===== config.mk =====
export PLATFORM = sky130hd
export DESIGN_NAME = mdpc_loader
export DESIGN_NICKNAME = d
export VERILOG_FILES = /design/src/mdpc_pkg.sv /design/src/mdpc_loader.sv /design/src/mdpc_fifo.sv
export VERILOG_INCLUDE_DIRS = /design/src
export SDC_FILE = /design/constraint.sdc
export NUM_CORES = 1
export LEC_CHECK = 0
export BUFFER_PORTS_ARGS = -buffer_cell sky130_fd_sc_hd__buf_2
export CORE_ASPECT_RATIO = 1.75
export CORE_MARGIN = 10
export CORE_UTILIZATION = 25
export CTS_CLUSTER_DIAMETER = 200
export DETAILED_ROUTE_END_ITERATION = 7
export HOLD_SLACK_MARGIN = 0.12
export SETUP_SLACK_MARGIN = 0.15
export SYNTH_ARGS = -nofsm -noshare
export SYNTH_HDL_FRONTEND = slang
export SYNTH_SLANG_ARGS = --single-unit
export TNS_END_PERCENT = 100

===== constraint.sdc =====
create_clock -name clock -period 4.7 [get_ports clock]
set_input_delay 0.94 -clock clock [delete_from_list [all_inputs] [get_ports clock]]
set_output_delay 0.94 -clock clock [all_outputs]
set_load 0.02 [all_outputs]

===== src/mdpc_map.svh =====
// mdpc_map.svh - constants for the chained parallel configuration loader
// assumes inclusion by its bare name from design files
`ifndef MDPC_MAP_SVH
`define MDPC_MAP_SVH

// scheme select encodings, four select pins
`define MDPC_SCHEME_W        4
`define MDPC_SCHEME_ACTIVE   4'hA
`define MDPC_SCHEME_PASSIVE  4'h5

// data bus lanes
`define MDPC_BUS_W           16
`define MDPC_BYTE_W          8
`define MDPC_LO_LSB          0
`define MDPC_HI_LSB          8

// configuration image length in bytes per device
`define MDPC_IMAGE_BYTES     16'h0040
`define MDPC_CNT_W           16

// buffer shape
`define MDPC_FIFO_DEPTH      8

`endif


===== src/mdpc_pkg.sv =====
// mdpc_pkg.sv - types shared by the configuration loader
// assumes mdpc_map.svh is compiled alongside
package mdpc_pkg;

   typedef enum logic [3:0]
   {
      MDPC_WAIT_EN = 4'h1,
      MDPC_LOAD    = 4'h2,
      MDPC_DRAIN   = 4'h4,
      MDPC_INIT    = 4'h8
   } mdpc_state_t;

   // one open-drain pin: in, out, output enable (low = drive)
   typedef struct packed
   {
      logic pin_in;
      logic pin_out;
      logic pin_oen;
   } mdpc_od_t;

endpackage


===== src/mdpc_loader.sv =====
// mdpc_loader.sv - one device of a chained parallel configuration loader
// assumes the shared data bus and config clock arrive synchronous to clock
// and that the open-drain lines are resolved with pull-ups outside
`timescale 1ns/1ps
`include "mdpc_map.svh"

module mdpc_loader
(
   // clock and reset
   input  wire logic                         clock,
   input  wire logic                         rstn,
   // scheme select and lane choice
   input  wire logic [`MDPC_SCHEME_W-1:0]    scheme_select_pins,
   input  wire logic                         lane_high,
   // shared flash bus and configuration clock
   input  wire logic [`MDPC_BUS_W-1:0]       flash_data,
   input  wire logic                         config_clock_in,
   input  wire logic                         flash_wait,
   // chain handoff
   input  wire logic                         chain_enable_in,
   output logic                              chain_enable_out,
   // open-drain shared lines
   input  wire logic                         config_complete_in,
   output logic                              config_complete_out,
   output logic                              config_complete_oen,
   input  wire logic                         config_status_in,
   output logic                              config_status_out,
   output logic                              config_status_oen,
   // captured configuration bytes toward the core
   output logic                              cfg_valid,
   input  wire logic                         cfg_ready,
   output logic [`MDPC_BYTE_W-1:0]           cfg_byte,
   // status
   output logic                              init_mode,
   output logic                              user_wait
);

   ////////////////////////////////////////////////////////////////////////
   // decode

   function automatic logic scheme_ok(input logic [`MDPC_SCHEME_W-1:0] s);
      scheme_ok = (s == `MDPC_SCHEME_ACTIVE) || (s == `MDPC_SCHEME_PASSIVE);
   endfunction

   mdpc_pkg::mdpc_state_t state_ff;
   mdpc_pkg::mdpc_state_t nxt_state;
   logic [`MDPC_CNT_W-1:0] cnt_ff;
   logic [`MDPC_CNT_W-1:0] nxt_cnt;
   logic                   config_clock_output_ff;
   logic                   ceo_ff;
   logic                   init_ff;
   logic                   wait_ff;
   logic                   cvalid_ff;
   logic [`MDPC_BYTE_W-1:0] cbyte_ff;
   logic                   done_oen_ff;
   wire                    fifo_ovalid;
   wire [`MDPC_BYTE_W-1:0] fifo_odata;

   wire is_master   = (scheme_select_pins == `MDPC_SCHEME_ACTIVE);
   wire sel_ok      = scheme_ok(scheme_select_pins);
   // a master always owns the bus; its enable input is grounded anyway
   wire enabled     = is_master || !chain_enable_in;
   wire config_clock_output_rise   = config_clock_in && !config_clock_output_ff;
   wire use_high    = lane_high && !is_master;
   wire [`MDPC_BYTE_W-1:0] lane_byte = use_high ?
      flash_data[`MDPC_HI_LSB +: `MDPC_BYTE_W] :
      flash_data[`MDPC_LO_LSB +: `MDPC_BYTE_W];
   wire loading     = (state_ff == mdpc_pkg::MDPC_LOAD);
   wire fifo_ready;
   wire stage_free  = !cvalid_ff || cfg_ready;
   // the fifo rides out short core stalls; if it fills, a config clock
   // edge is dropped, so the core must drain faster than bytes arrive
   wire take        = loading && enabled && config_clock_output_rise && fifo_ready;
   wire last_byte   = take && (cnt_ff == `MDPC_IMAGE_BYTES - 16'h0001);
   wire done        = (state_ff == mdpc_pkg::MDPC_DRAIN) ||
                      (state_ff == mdpc_pkg::MDPC_INIT);

   ////////////////////////////////////////////////////////////////////////
   // sequencing

   always_comb
   begin
      nxt_state = state_ff;
      nxt_cnt   = cnt_ff;
      unique case (state_ff)
         mdpc_pkg::MDPC_WAIT_EN:
            if (enabled && sel_ok)
               nxt_state = mdpc_pkg::MDPC_LOAD;
         mdpc_pkg::MDPC_LOAD:
         begin
            if (take)
               nxt_cnt = cnt_ff + 16'h0001;
            if (last_byte)
               nxt_state = mdpc_pkg::MDPC_DRAIN;
         end
         mdpc_pkg::MDPC_DRAIN:
            if (config_complete_in)
               nxt_state = mdpc_pkg::MDPC_INIT;
         mdpc_pkg::MDPC_INIT:
            nxt_state = mdpc_pkg::MDPC_INIT;
         default:
            nxt_state = mdpc_pkg::MDPC_WAIT_EN;
      endcase
   end

   always_ff @(posedge clock)
   begin
      if (!rstn)
      begin
         state_ff <= mdpc_pkg::MDPC_WAIT_EN;
         cnt_ff   <= '0;
         config_clock_output_ff  <= 1'b0;
      end
      else
      begin
         state_ff <= nxt_state;
         cnt_ff   <= nxt_cnt;
         config_clock_output_ff  <= config_clock_in;
      end
   end

   ////////////////////////////////////////////////////////////////////////
   // pins

   always_ff @(posedge clock)
   begin
      if (!rstn)
      begin
         ceo_ff  <= 1'b1;
         done_oen_ff <= 1'b0;
         init_ff <= 1'b0;
         wait_ff <= 1'b0;
      end
      else
      begin
         ceo_ff  <= !(done || last_byte);
         done_oen_ff <= done || last_byte;
         init_ff <= (nxt_state == mdpc_pkg::MDPC_INIT);
         wait_ff <= init_ff && flash_wait;
      end
   end

   assign chain_enable_out    = ceo_ff;
   // open-drain: output is always 0, enable low means pulling the line
   assign config_complete_out = 1'b0;
   assign config_complete_oen = done_oen_ff;
   assign config_status_out   = 1'b0;
   assign config_status_oen   = init_ff;
   assign init_mode           = init_ff;
   assign user_wait           = wait_ff;

   ////////////////////////////////////////////////////////////////////////
   // byte path

   mdpc_fifo
   #(
      .WIDTH (`MDPC_BYTE_W),
      .DEPTH (`MDPC_FIFO_DEPTH)
   )
   u_fifo
   (
      .clock     (clock),
      .rstn      (rstn),
      .in_valid  (take),
      .in_ready  (fifo_ready),
      .in_data   (lane_byte),
      .out_valid (fifo_ovalid),
      .out_ready (stage_free),
      .out_data  (fifo_odata)
   );

   // output register stage so the byte port comes from flip-flops
   always_ff @(posedge clock)
   begin
      if (!rstn)
      begin
         cvalid_ff <= 1'b0;
         cbyte_ff  <= '0;
      end
      else if (stage_free)
      begin
         cvalid_ff <= fifo_ovalid;
         cbyte_ff  <= fifo_odata;
      end
   end

   assign cfg_valid = cvalid_ff;
   assign cfg_byte  = cbyte_ff;
endmodule


===== src/mdpc_fifo.sv =====
// mdpc_fifo.sv - small synchronous fifo with valid/ready on both sides
// assumes one clock, synchronous active-low reset
`timescale 1ns/1ps
module mdpc_fifo
#(
   parameter int WIDTH = 8,
   parameter int DEPTH = 8
)
(
   // clock and reset
   input  wire logic             clock,
   input  wire logic             rstn,
   // fill side
   input  wire logic             in_valid,
   output logic                  in_ready,
   input  wire logic [WIDTH-1:0] in_data,
   // drain side
   output logic                  out_valid,
   input  wire logic             out_ready,
   output logic      [WIDTH-1:0] out_data
);

   localparam int AW = $clog2(DEPTH);

   logic [WIDTH-1:0] mem_ff [DEPTH];
   logic [AW-1:0]    wr_ff;
   logic [AW-1:0]    rd_ff;
   logic [AW:0]      cnt_ff;
   wire              push;
   wire              pop;

   assign in_ready  = (cnt_ff != (AW+1)'(DEPTH));
   assign out_valid = (cnt_ff != '0);
   assign out_data  = mem_ff[rd_ff];
   assign push      = in_valid && in_ready;
   assign pop       = out_valid && out_ready;

   always_ff @(posedge clock)
   begin
      if (push)
         mem_ff[wr_ff] <= in_data;
   end

   always_ff @(posedge clock)
   begin
      if (!rstn)
      begin
         wr_ff  <= '0;
         rd_ff  <= '0;
         cnt_ff <= '0;
      end
      else
      begin
         if (push)
            wr_ff <= (wr_ff == AW'(DEPTH-1)) ? '0 : wr_ff + 1'b1;
         if (pop)
            rd_ff <= (rd_ff == AW'(DEPTH-1)) ? '0 : rd_ff + 1'b1;
         cnt_ff <= cnt_ff + (AW+1)'(push) - (AW+1)'(pop);
      end
   end
endmodule


==> results of run 1 <==
-- placed cells by master (no fill, tap or decap), types with 2 or more instances in the layout --
| cell type | netlist | final |
|---|---|---|
| and4_1 | 2 | 2 |
| o211ai_1 | 2 | 2 |
| o311ai_0 | 6 | 6 |
| edfxtp_1 | 64 | 64 |
| nand4_1 | 4 | 4 |
| o21ai_0 | 15 | 15 |
| a2111oi_0 | 2 | 2 |
| clkbuf_16 | 0 | 9 |
| nand3_1 | 5 | 5 |
| nor2b_1 | 2 | 2 |
| buf_4 | 3 | 3 |
| xnor2_1 | 3 | 3 |
| and2_1 | 3 | 3 |
| ha_1 | 11 | 11 |
| buf_2 | 4 | 41 |
| inv_1 | 13 | 13 |
| nand2_1 | 20 | 20 |
| a21oi_1 | 17 | 17 |
| nor2_1 | 17 | 17 |
| nor3_1 | 4 | 4 |
| conb_1 | 1 | 2 |
| mux4_2 | 16 | 16 |
| nor4_1 | 4 | 4 |
| or3_1 | 5 | 5 |
| clkinv_1 | 2 | 3 |
| mux2i_1 | 15 | 15 |
| mux2_2 | 8 | 8 |
| o41ai_1 | 7 | 7 |
| dfxtp_1 | 44 | 44 |
| nand2b_1 | 16 | 16 |
| and3_1 | 4 | 4 |
| clkinvlp_4 | 0 | 2 |
-- report_power, final --
part           switching, mW  internal (mW)  total, mW  leakage [nW]
Combinational          0.240          0.232      0.472         0.762
Clock                  0.335          0.375      0.710         0.130
Sequential            0.0580           1.06       1.12         0.934
Total                  0.633           1.66       2.30          1.83
-- final timing paths --
path,endpoint,slack [ps],cells after the start
worst max register to register,u_fifo.mem_ff[7][0],1900,5
worst min-delay path,cnt_ff[15],480,2
worst min register to register,cnt_ff[15],480,2
worst max-delay path,u_fifo.mem_ff[7][0],1580,6
-- flip-flops by register name, summed over array words and instances, names as in the netlist, 3 cells and up --
signal,cells
cnt_ff,16
state_ff,4
u_fifo.wr_ff,3
u_fifo.mem_ff,64
u_fifo.rd_ff,3
u_fifo.cnt_ff,4
cfg_byte,8
-- through the flow --
stage	instances	total power [mW]	hold WS [ps]	utilization [%]
5_1_grt	623	2.44	503	29.5
3_5_place_dp	607	1.62	472	27.9
4_1_cts	623	2.34	483	29.5
3_3_place_gp	607	1.61	453	27.9
6_report	623	2.30	479	29.5
2_1_floorplan	346	1.50	443	-
-- routing by layer --
| layer | vias to the layer above | track usage (%) | part of all wire, % |
|---|---|---|---|
| met5 | - | 0 | 0 |
| met4 | 0 | 2.94 | 2.0 |
| met3 | 16 | 2.33 | 5.1 |
| met2 | 64 | 13.5 | 51 |
| met1 | 1416 | 8.67 | 42 |
| li1 | 1389 | - | - |
-- area by class of cell --
type / instances / area (µm²)
tap: 234 / 293
multi-input combinational: 206 / 1690
clock inverter: 5 / 36.3
inverter: 15 / 56.3
clock buffer: 11 / 243
fill: 1843 / 12800
sequential: 108 / 2800
timing repair buffer: 44 / 228
-- critical path: cells and delay by family --
kind	cells	cell delay (ps)
compound gates	1	370
buf+inv	2	410
simple gates	3	1360
-- cell families (layout without fill, tap and decap cells) --
group	Yosys count	after routing
muxes	39	39
xor gates and xnor gates	4	4
buffers and inverters	32	75
and+or+nand+nor	93	93
AOI/OAI and AO/OA	56	56
DFF	108	108
adders and majority gates	12	12
other	1	2
==> results by group, run 1 <==
STA
  • Worst-Margin Slew: approximately 1100 ps
  • Final worst path period share: between 60% and 70%
  • Relative slew slack: 29.6%
  • Sum Neg Setup Slack: 0 ps
  • Min Tclk post-route: about 3100 ps
  • Clock Skews: around 5.2 ps
  • Fmax: ~320 MHz
  • Unrepaired setup endpoints after global routing: false
  • Final slew viol count: 0
  • Hold Vio Cnt, Final: 0
  • Setup WS post-layout: between 1500 and 2000 ps
  • Final setup viols: 0

Floorplan
  • Ports: between 40 and 50
  • Die H: ~200 µm
  • Chip Width: approximately 120 µm
  • Core ar.: approximately 18,000 µm²
  • FP Rows: 65
  • Die Footprint: roughly 25,000 µm²
  • Starting Density: between 20% and 30%

Yosys
  • Commonest cells post-synth: edfxtp_1 (64), dfxtp_1 (44), nand2_1 (20)
  • Yosys warning count: 0
  • Yosys top cell by area: edfxtp_1
  • Synth top area share: around 42%
  • Adder-cell share of the synthesized area: under 10%
  • XOR/XNOR Fraction of Synth Area: less than 1%
  • Yosys cell types: 48
  • Post-synthesis mux area share: between 10% and 20%
  • Most common cell in the netlist: edfxtp_1
  • Largest family of logic cells by synthesized area: multiplexers
  • Synth Instances: around 350
  • Post-Synth Simple-Gate Area: roughly 11%
  • Number of synthesized register bits: ~110
  • Asr flop ratio synth: 0%
  • Register area share after synthesis: between 60% and 70%
  • Synth Flop Type: edfxtp_1
  • Top cells by area, synth: edfxtp_1 (42%), dfxtp_1 (19%), mux4_2 (7.8%), mux2i_1 (3.2%), ha_1 (3.0%)
  • Synthesized cell area: ~4600 µm²
  • Syn Area/Cell: between 10 and 15 µm²
  • Synth Area in Compound Gates: between 7 and 8%
  • Number of synthesized flops with an enable pin: 64

Place
  • DP HPWL: between 6 and 7 mm
  • Post-DP Area: between 5000 and 6000 µm²
  • Routability congestion estimate: approximately 0.76
  • # port buffers: 41
  • Placement Setup Slack: 1220 ps

GRT
  • Initial antenna violation count: 0
  • First-pass GRT wire length: around 15 mm
  • GRT Overall Usage: 7.76%
  • Pin count of the biggest net entering global routing: 39
  • Vias in the first global route: roughly 3k
  • Global route total overflow: 0

Clocking
  • Clock slew seen by the registers of the worst setup and hold paths: 70 ps
  • TritonCTS buffer count: 9
  • CTS tree: done
  • Num Clock Sinks: ~110
  • Post-CTS Hold Buffers: 0
  • H-tree depth: 3
  • # resized after CTS: 0
  • Post-CTS setup buffer count: 0
  • Worst-case clock buffer depth: 2
  • Root Buffer: clkbuf_16
  • Clk Latency, worst-skew pair: around 340 ps

Worst hold path
  • Tightest Hold Check Type: reg -> reg
  • Worst Hold Launch: cnt_ff[15]

Routing
  • Avg WL per Cell: between 15 and 20 µm
  • Post-Route WL: about 9.5 mm
  • DR vias: 2,885
  • Initial DRC Count: between 100 and 150
  • Post-DRT Antenna Nets: 0
  • DR pass1 iterations: 5
  • Number of remaining DRC errors: 0
  • Via-per-instance ratio: 4.63

Pwr
  • Cell Pwr Density: about 430 nW/µm²
  • Leak pwr: 1.83 nW
  • Max rail drop VDD: about 180 µV

Critical path
  • Worst endpoint required time: roughly 4700 ps
  • Reg2reg start: state_ff[0]
  • Crit. Startpoint: scheme_select_pins[0]
  • Crit path cell chain: buf_2 -> nor4bb_1 -> o2111ai_2 -> clkinv_1 -> nand2_1 -> nor2_1
  • Setup CP Type: in -> reg
  • Worst-path fanout max: 13
  • Crit. End Element: flop
  • Critical path's largest stage delay: roughly 760 ps
  • Worst Path Arrival: 3090 ps
  • Setup crit start kind: primary input
  • Crit-path slowest cell: nor2_1

Layout
  • Design area: approximately 5300 µm²
  • # diodes: 0
  • Share of cells above drive strength 1: between 20% and 30%
  • # nets final: 425
  • Area Overhead vs Synth: 15.6%

Flow run
  • # Max-Cap Violations: 0

Run status
  • Status: finished clean
Power figures use the tool's default switching activity.
==> run 2, diff against run 1 <==
==> constraint.sdc (replaced) <==
create_clock -name clock -period 3.1 [get_ports clock]
set_input_delay 0.62 -clock clock [delete_from_list [all_inputs] [get_ports clock]]
set_output_delay 0.62 -clock clock [all_outputs]
set_load 0.02 [all_outputs]
==> run 2 against run 1 <==
  * Via count rose by 0.69%
  * Wire length rose by 2.9%
  * Total power rose by 57%
  * Worst hold slack improved by 2.9 ps
  * Clock-buffer cell count did not move
  * Utilization rose by 0.59 points
  * Sequential share of layout area fell by 1.0 points
  * Clock skew barely moved
  * Global-route usage rose by 0.40 points
  * Largest power group unchanged
==> results by group, run 2 (synthesis results as in run 1) <==
Clocking
  • Post-CTS setup buffer count: 0
  • CTS tree: done
  • Root Buffer: clkbuf_16
  • Num Clock Sinks: around 110
  • TritonCTS buffer count: 9
  • H-tree depth: 3
  • Clk Latency, worst-skew pair: 350 ps
  • Clock slew seen by the registers of the worst setup and hold paths: roughly 70 ps
  • # resized after CTS: 0
  • Post-CTS Hold Buffers: 0
  • Worst-case clock buffer depth: 2

Routing
  • Avg WL per Cell: 15.3 µm
  • Via-per-instance ratio: between 4 and 5
  • DR vias: around 2.9k
  • DR pass1 iterations: 4
  • Post-Route WL: roughly 9.7 mm
  • Initial DRC Count: 92
  • Post-DRT Antenna Nets: 0
  • Number of remaining DRC errors: 0

Place
  • Routability congestion estimate: ~0.73
  • Post-DP Area: between 5000 and 6000 µm²
  • Placement Setup Slack: approximately 480 ps
  • # port buffers: a little over 40
  • DP HPWL: about 7.0 mm
  • Placed cell count: about 600

Run status
  • Status: finished clean

GRT
  • GRT Overall Usage: under 10%
  • Pin count of the biggest net entering global routing: 38
  • Initial antenna violation count: 0
  • Vias in the first global route: between 2k and 3k
  • Global route total overflow: 0
  • First-pass GRT wire length: about 16 mm

Worst hold path
  • Tightest Hold Check Type: reg -> reg
  • Hold path depth: 2
  • Worst Hold Launch: cnt_ff[5]

STA
  • Final slew viol count: 0
  • Fmax: just over 400 MHz
  • Sum Neg Setup Slack: 0 ps
  • Fin Hold WS: ~480 ps
  • Unrepaired setup endpoints after global routing: false
  • Hold Vio Cnt, Final: 0
  • Worst-Margin Slew: between 1000 and 1500 ps
  • Relative slew slack: roughly 31%
  • Setup WS post-layout: between 600 and 700 ps
  • Final setup viols: 0
  • Min Tclk post-route: ~2500 ps
  • Final worst path period share: 79.4%
  • Clock Skews: between 5 and 6 ps

Critical path
  • Worst Path Arrival: 2680 ps
  • Setup crit start kind: flop
  • Reg2reg start: u_fifo.cnt_ff[2]
  • Reg2Reg Depth: 10
  • Setup CP Type: reg -> reg
  • Worst endpoint required time: 3320 ps
  • Worst-path fanout max: 9
  • Reg2Reg Setup Slack: between 600 and 700 ps
  • Crit path to: u_fifo.cnt_ff[3]
  • Worst r2r dst: u_fifo.cnt_ff[3]
  • Crit. Startpoint: u_fifo.cnt_ff[2]
  • Crit. End Element: flop

Floorplan
  • FP Rows: between 60 and 70
  • Die Footprint: around 25,000 µm²
  • Core ar.: about 18,000 µm²
  • Ports: between 40 and 50
  • Die H: between 150 and 200 µm
  • Chip Width: about 120 µm
  • Starting Density: 25.5%

Pwr
  • Psw: 0.966 mW
  • Cell Pwr Density: 660 nW/µm²
  • Switching portion of total power: 26.9%
  • Part of the power in registers: approximately 47%
  • Pint: ~2.6 mW
  • Combinational Power Share: about a fifth
  • Max rail drop VDD: approximately 380 µV
  • Leak pwr: between 1.5 and 2 nW
  • Clock network fraction of total power: between 30% and 40%

Layout
  • Max reg flops: 64
  • Share of cells above drive strength 1: 24.5%
  • # diodes: 0
  • # nets final: about 440
  • Most common cell after layout, fill and taps aside: edfxtp_1
  • Fillers: roughly 1.8k
  • Design area: roughly 5500 µm²
  • Area Overhead vs Synth: 17.9%
  • Most frequent cells in the layout: edfxtp_1 (64), dfxtp_1 (44), buf_2 (41), nand2_1 (20)
  • Most flops, register: u_fifo.mem_ff
  • Final Non-Filler Cells: 634

Flow run
  • # Max-Cap Violations: 0
==> run 2: how the worst min path moves through the flow <==
stage	endpoint	slack (ps)
6_report	cnt_ff[5]	480
2_1_floorplan	cnt_ff[15]	440
3_3_place_gp	cnt_ff[15]	460
3_5_place_dp	cnt_ff[5]	470
4_1_cts	cnt_ff[5]	480
5_1_grt	config_clock_output_ff	490
==> run 2: cell type report <==
class	count	area [µm²]	area share, %
Sequential cell	108	2800	51.4
Multi-Input combinational cell	206	1690	30.9
Timing Repair Buffer	55	310	5.69
Tap cell	234	293	5.37
Clock buffer	11	243	4.45
Clock inverter	5	60.1	1.10
Inverter	15	56.3	1.03
==> run 2: power by group through the flow <==
| stage | Clock (mW) | Sequential, mW | Combinational (mW) |
|---|---|---|---|
| final | 1.15 | 1.71 | 0.736 |
| after global routing | 1.23 | 1.72 | 0.837 |
| after CTS | 1.19 | 1.71 | 0.756 |
| after detailed placement | 0 | 1.74 | 0.745 |
| after global placement | 0 | 1.74 | 0.735 |
| after floorplan | 0 | 1.72 | 0.549 |
==> run 2: metal layers <==
layer | global-route usage (%) | part of all wire (%)
met2 | 14.4 | 52
met4 | 3.29 | 1.2
met1 | 9.46 | 42
met3 | 1.49 | 4.6
met5 | 0 | 0
==> run 2: critical path: stages (launching register included) <==
cell       delay, ps
dfxtp_1          300
inv_1             90
ha_1             160
or3b_2           510
o2111ai_2        120
clkinv_1         300
ha_1             320
a21o_1           180
a21oi_1          180
xnor2_1          130
nor2_1            50
==> run 2: metrics by stage <==
step / utilization, % / total power [mW]
final: 30.1 / 3.60
after global routing: 30.1 / 3.78
after CTS: 30.1 / 3.65
after detailed placement: 28.4 / 2.48
after global placement: 28.4 / 2.47
after floorplan: - / 2.27
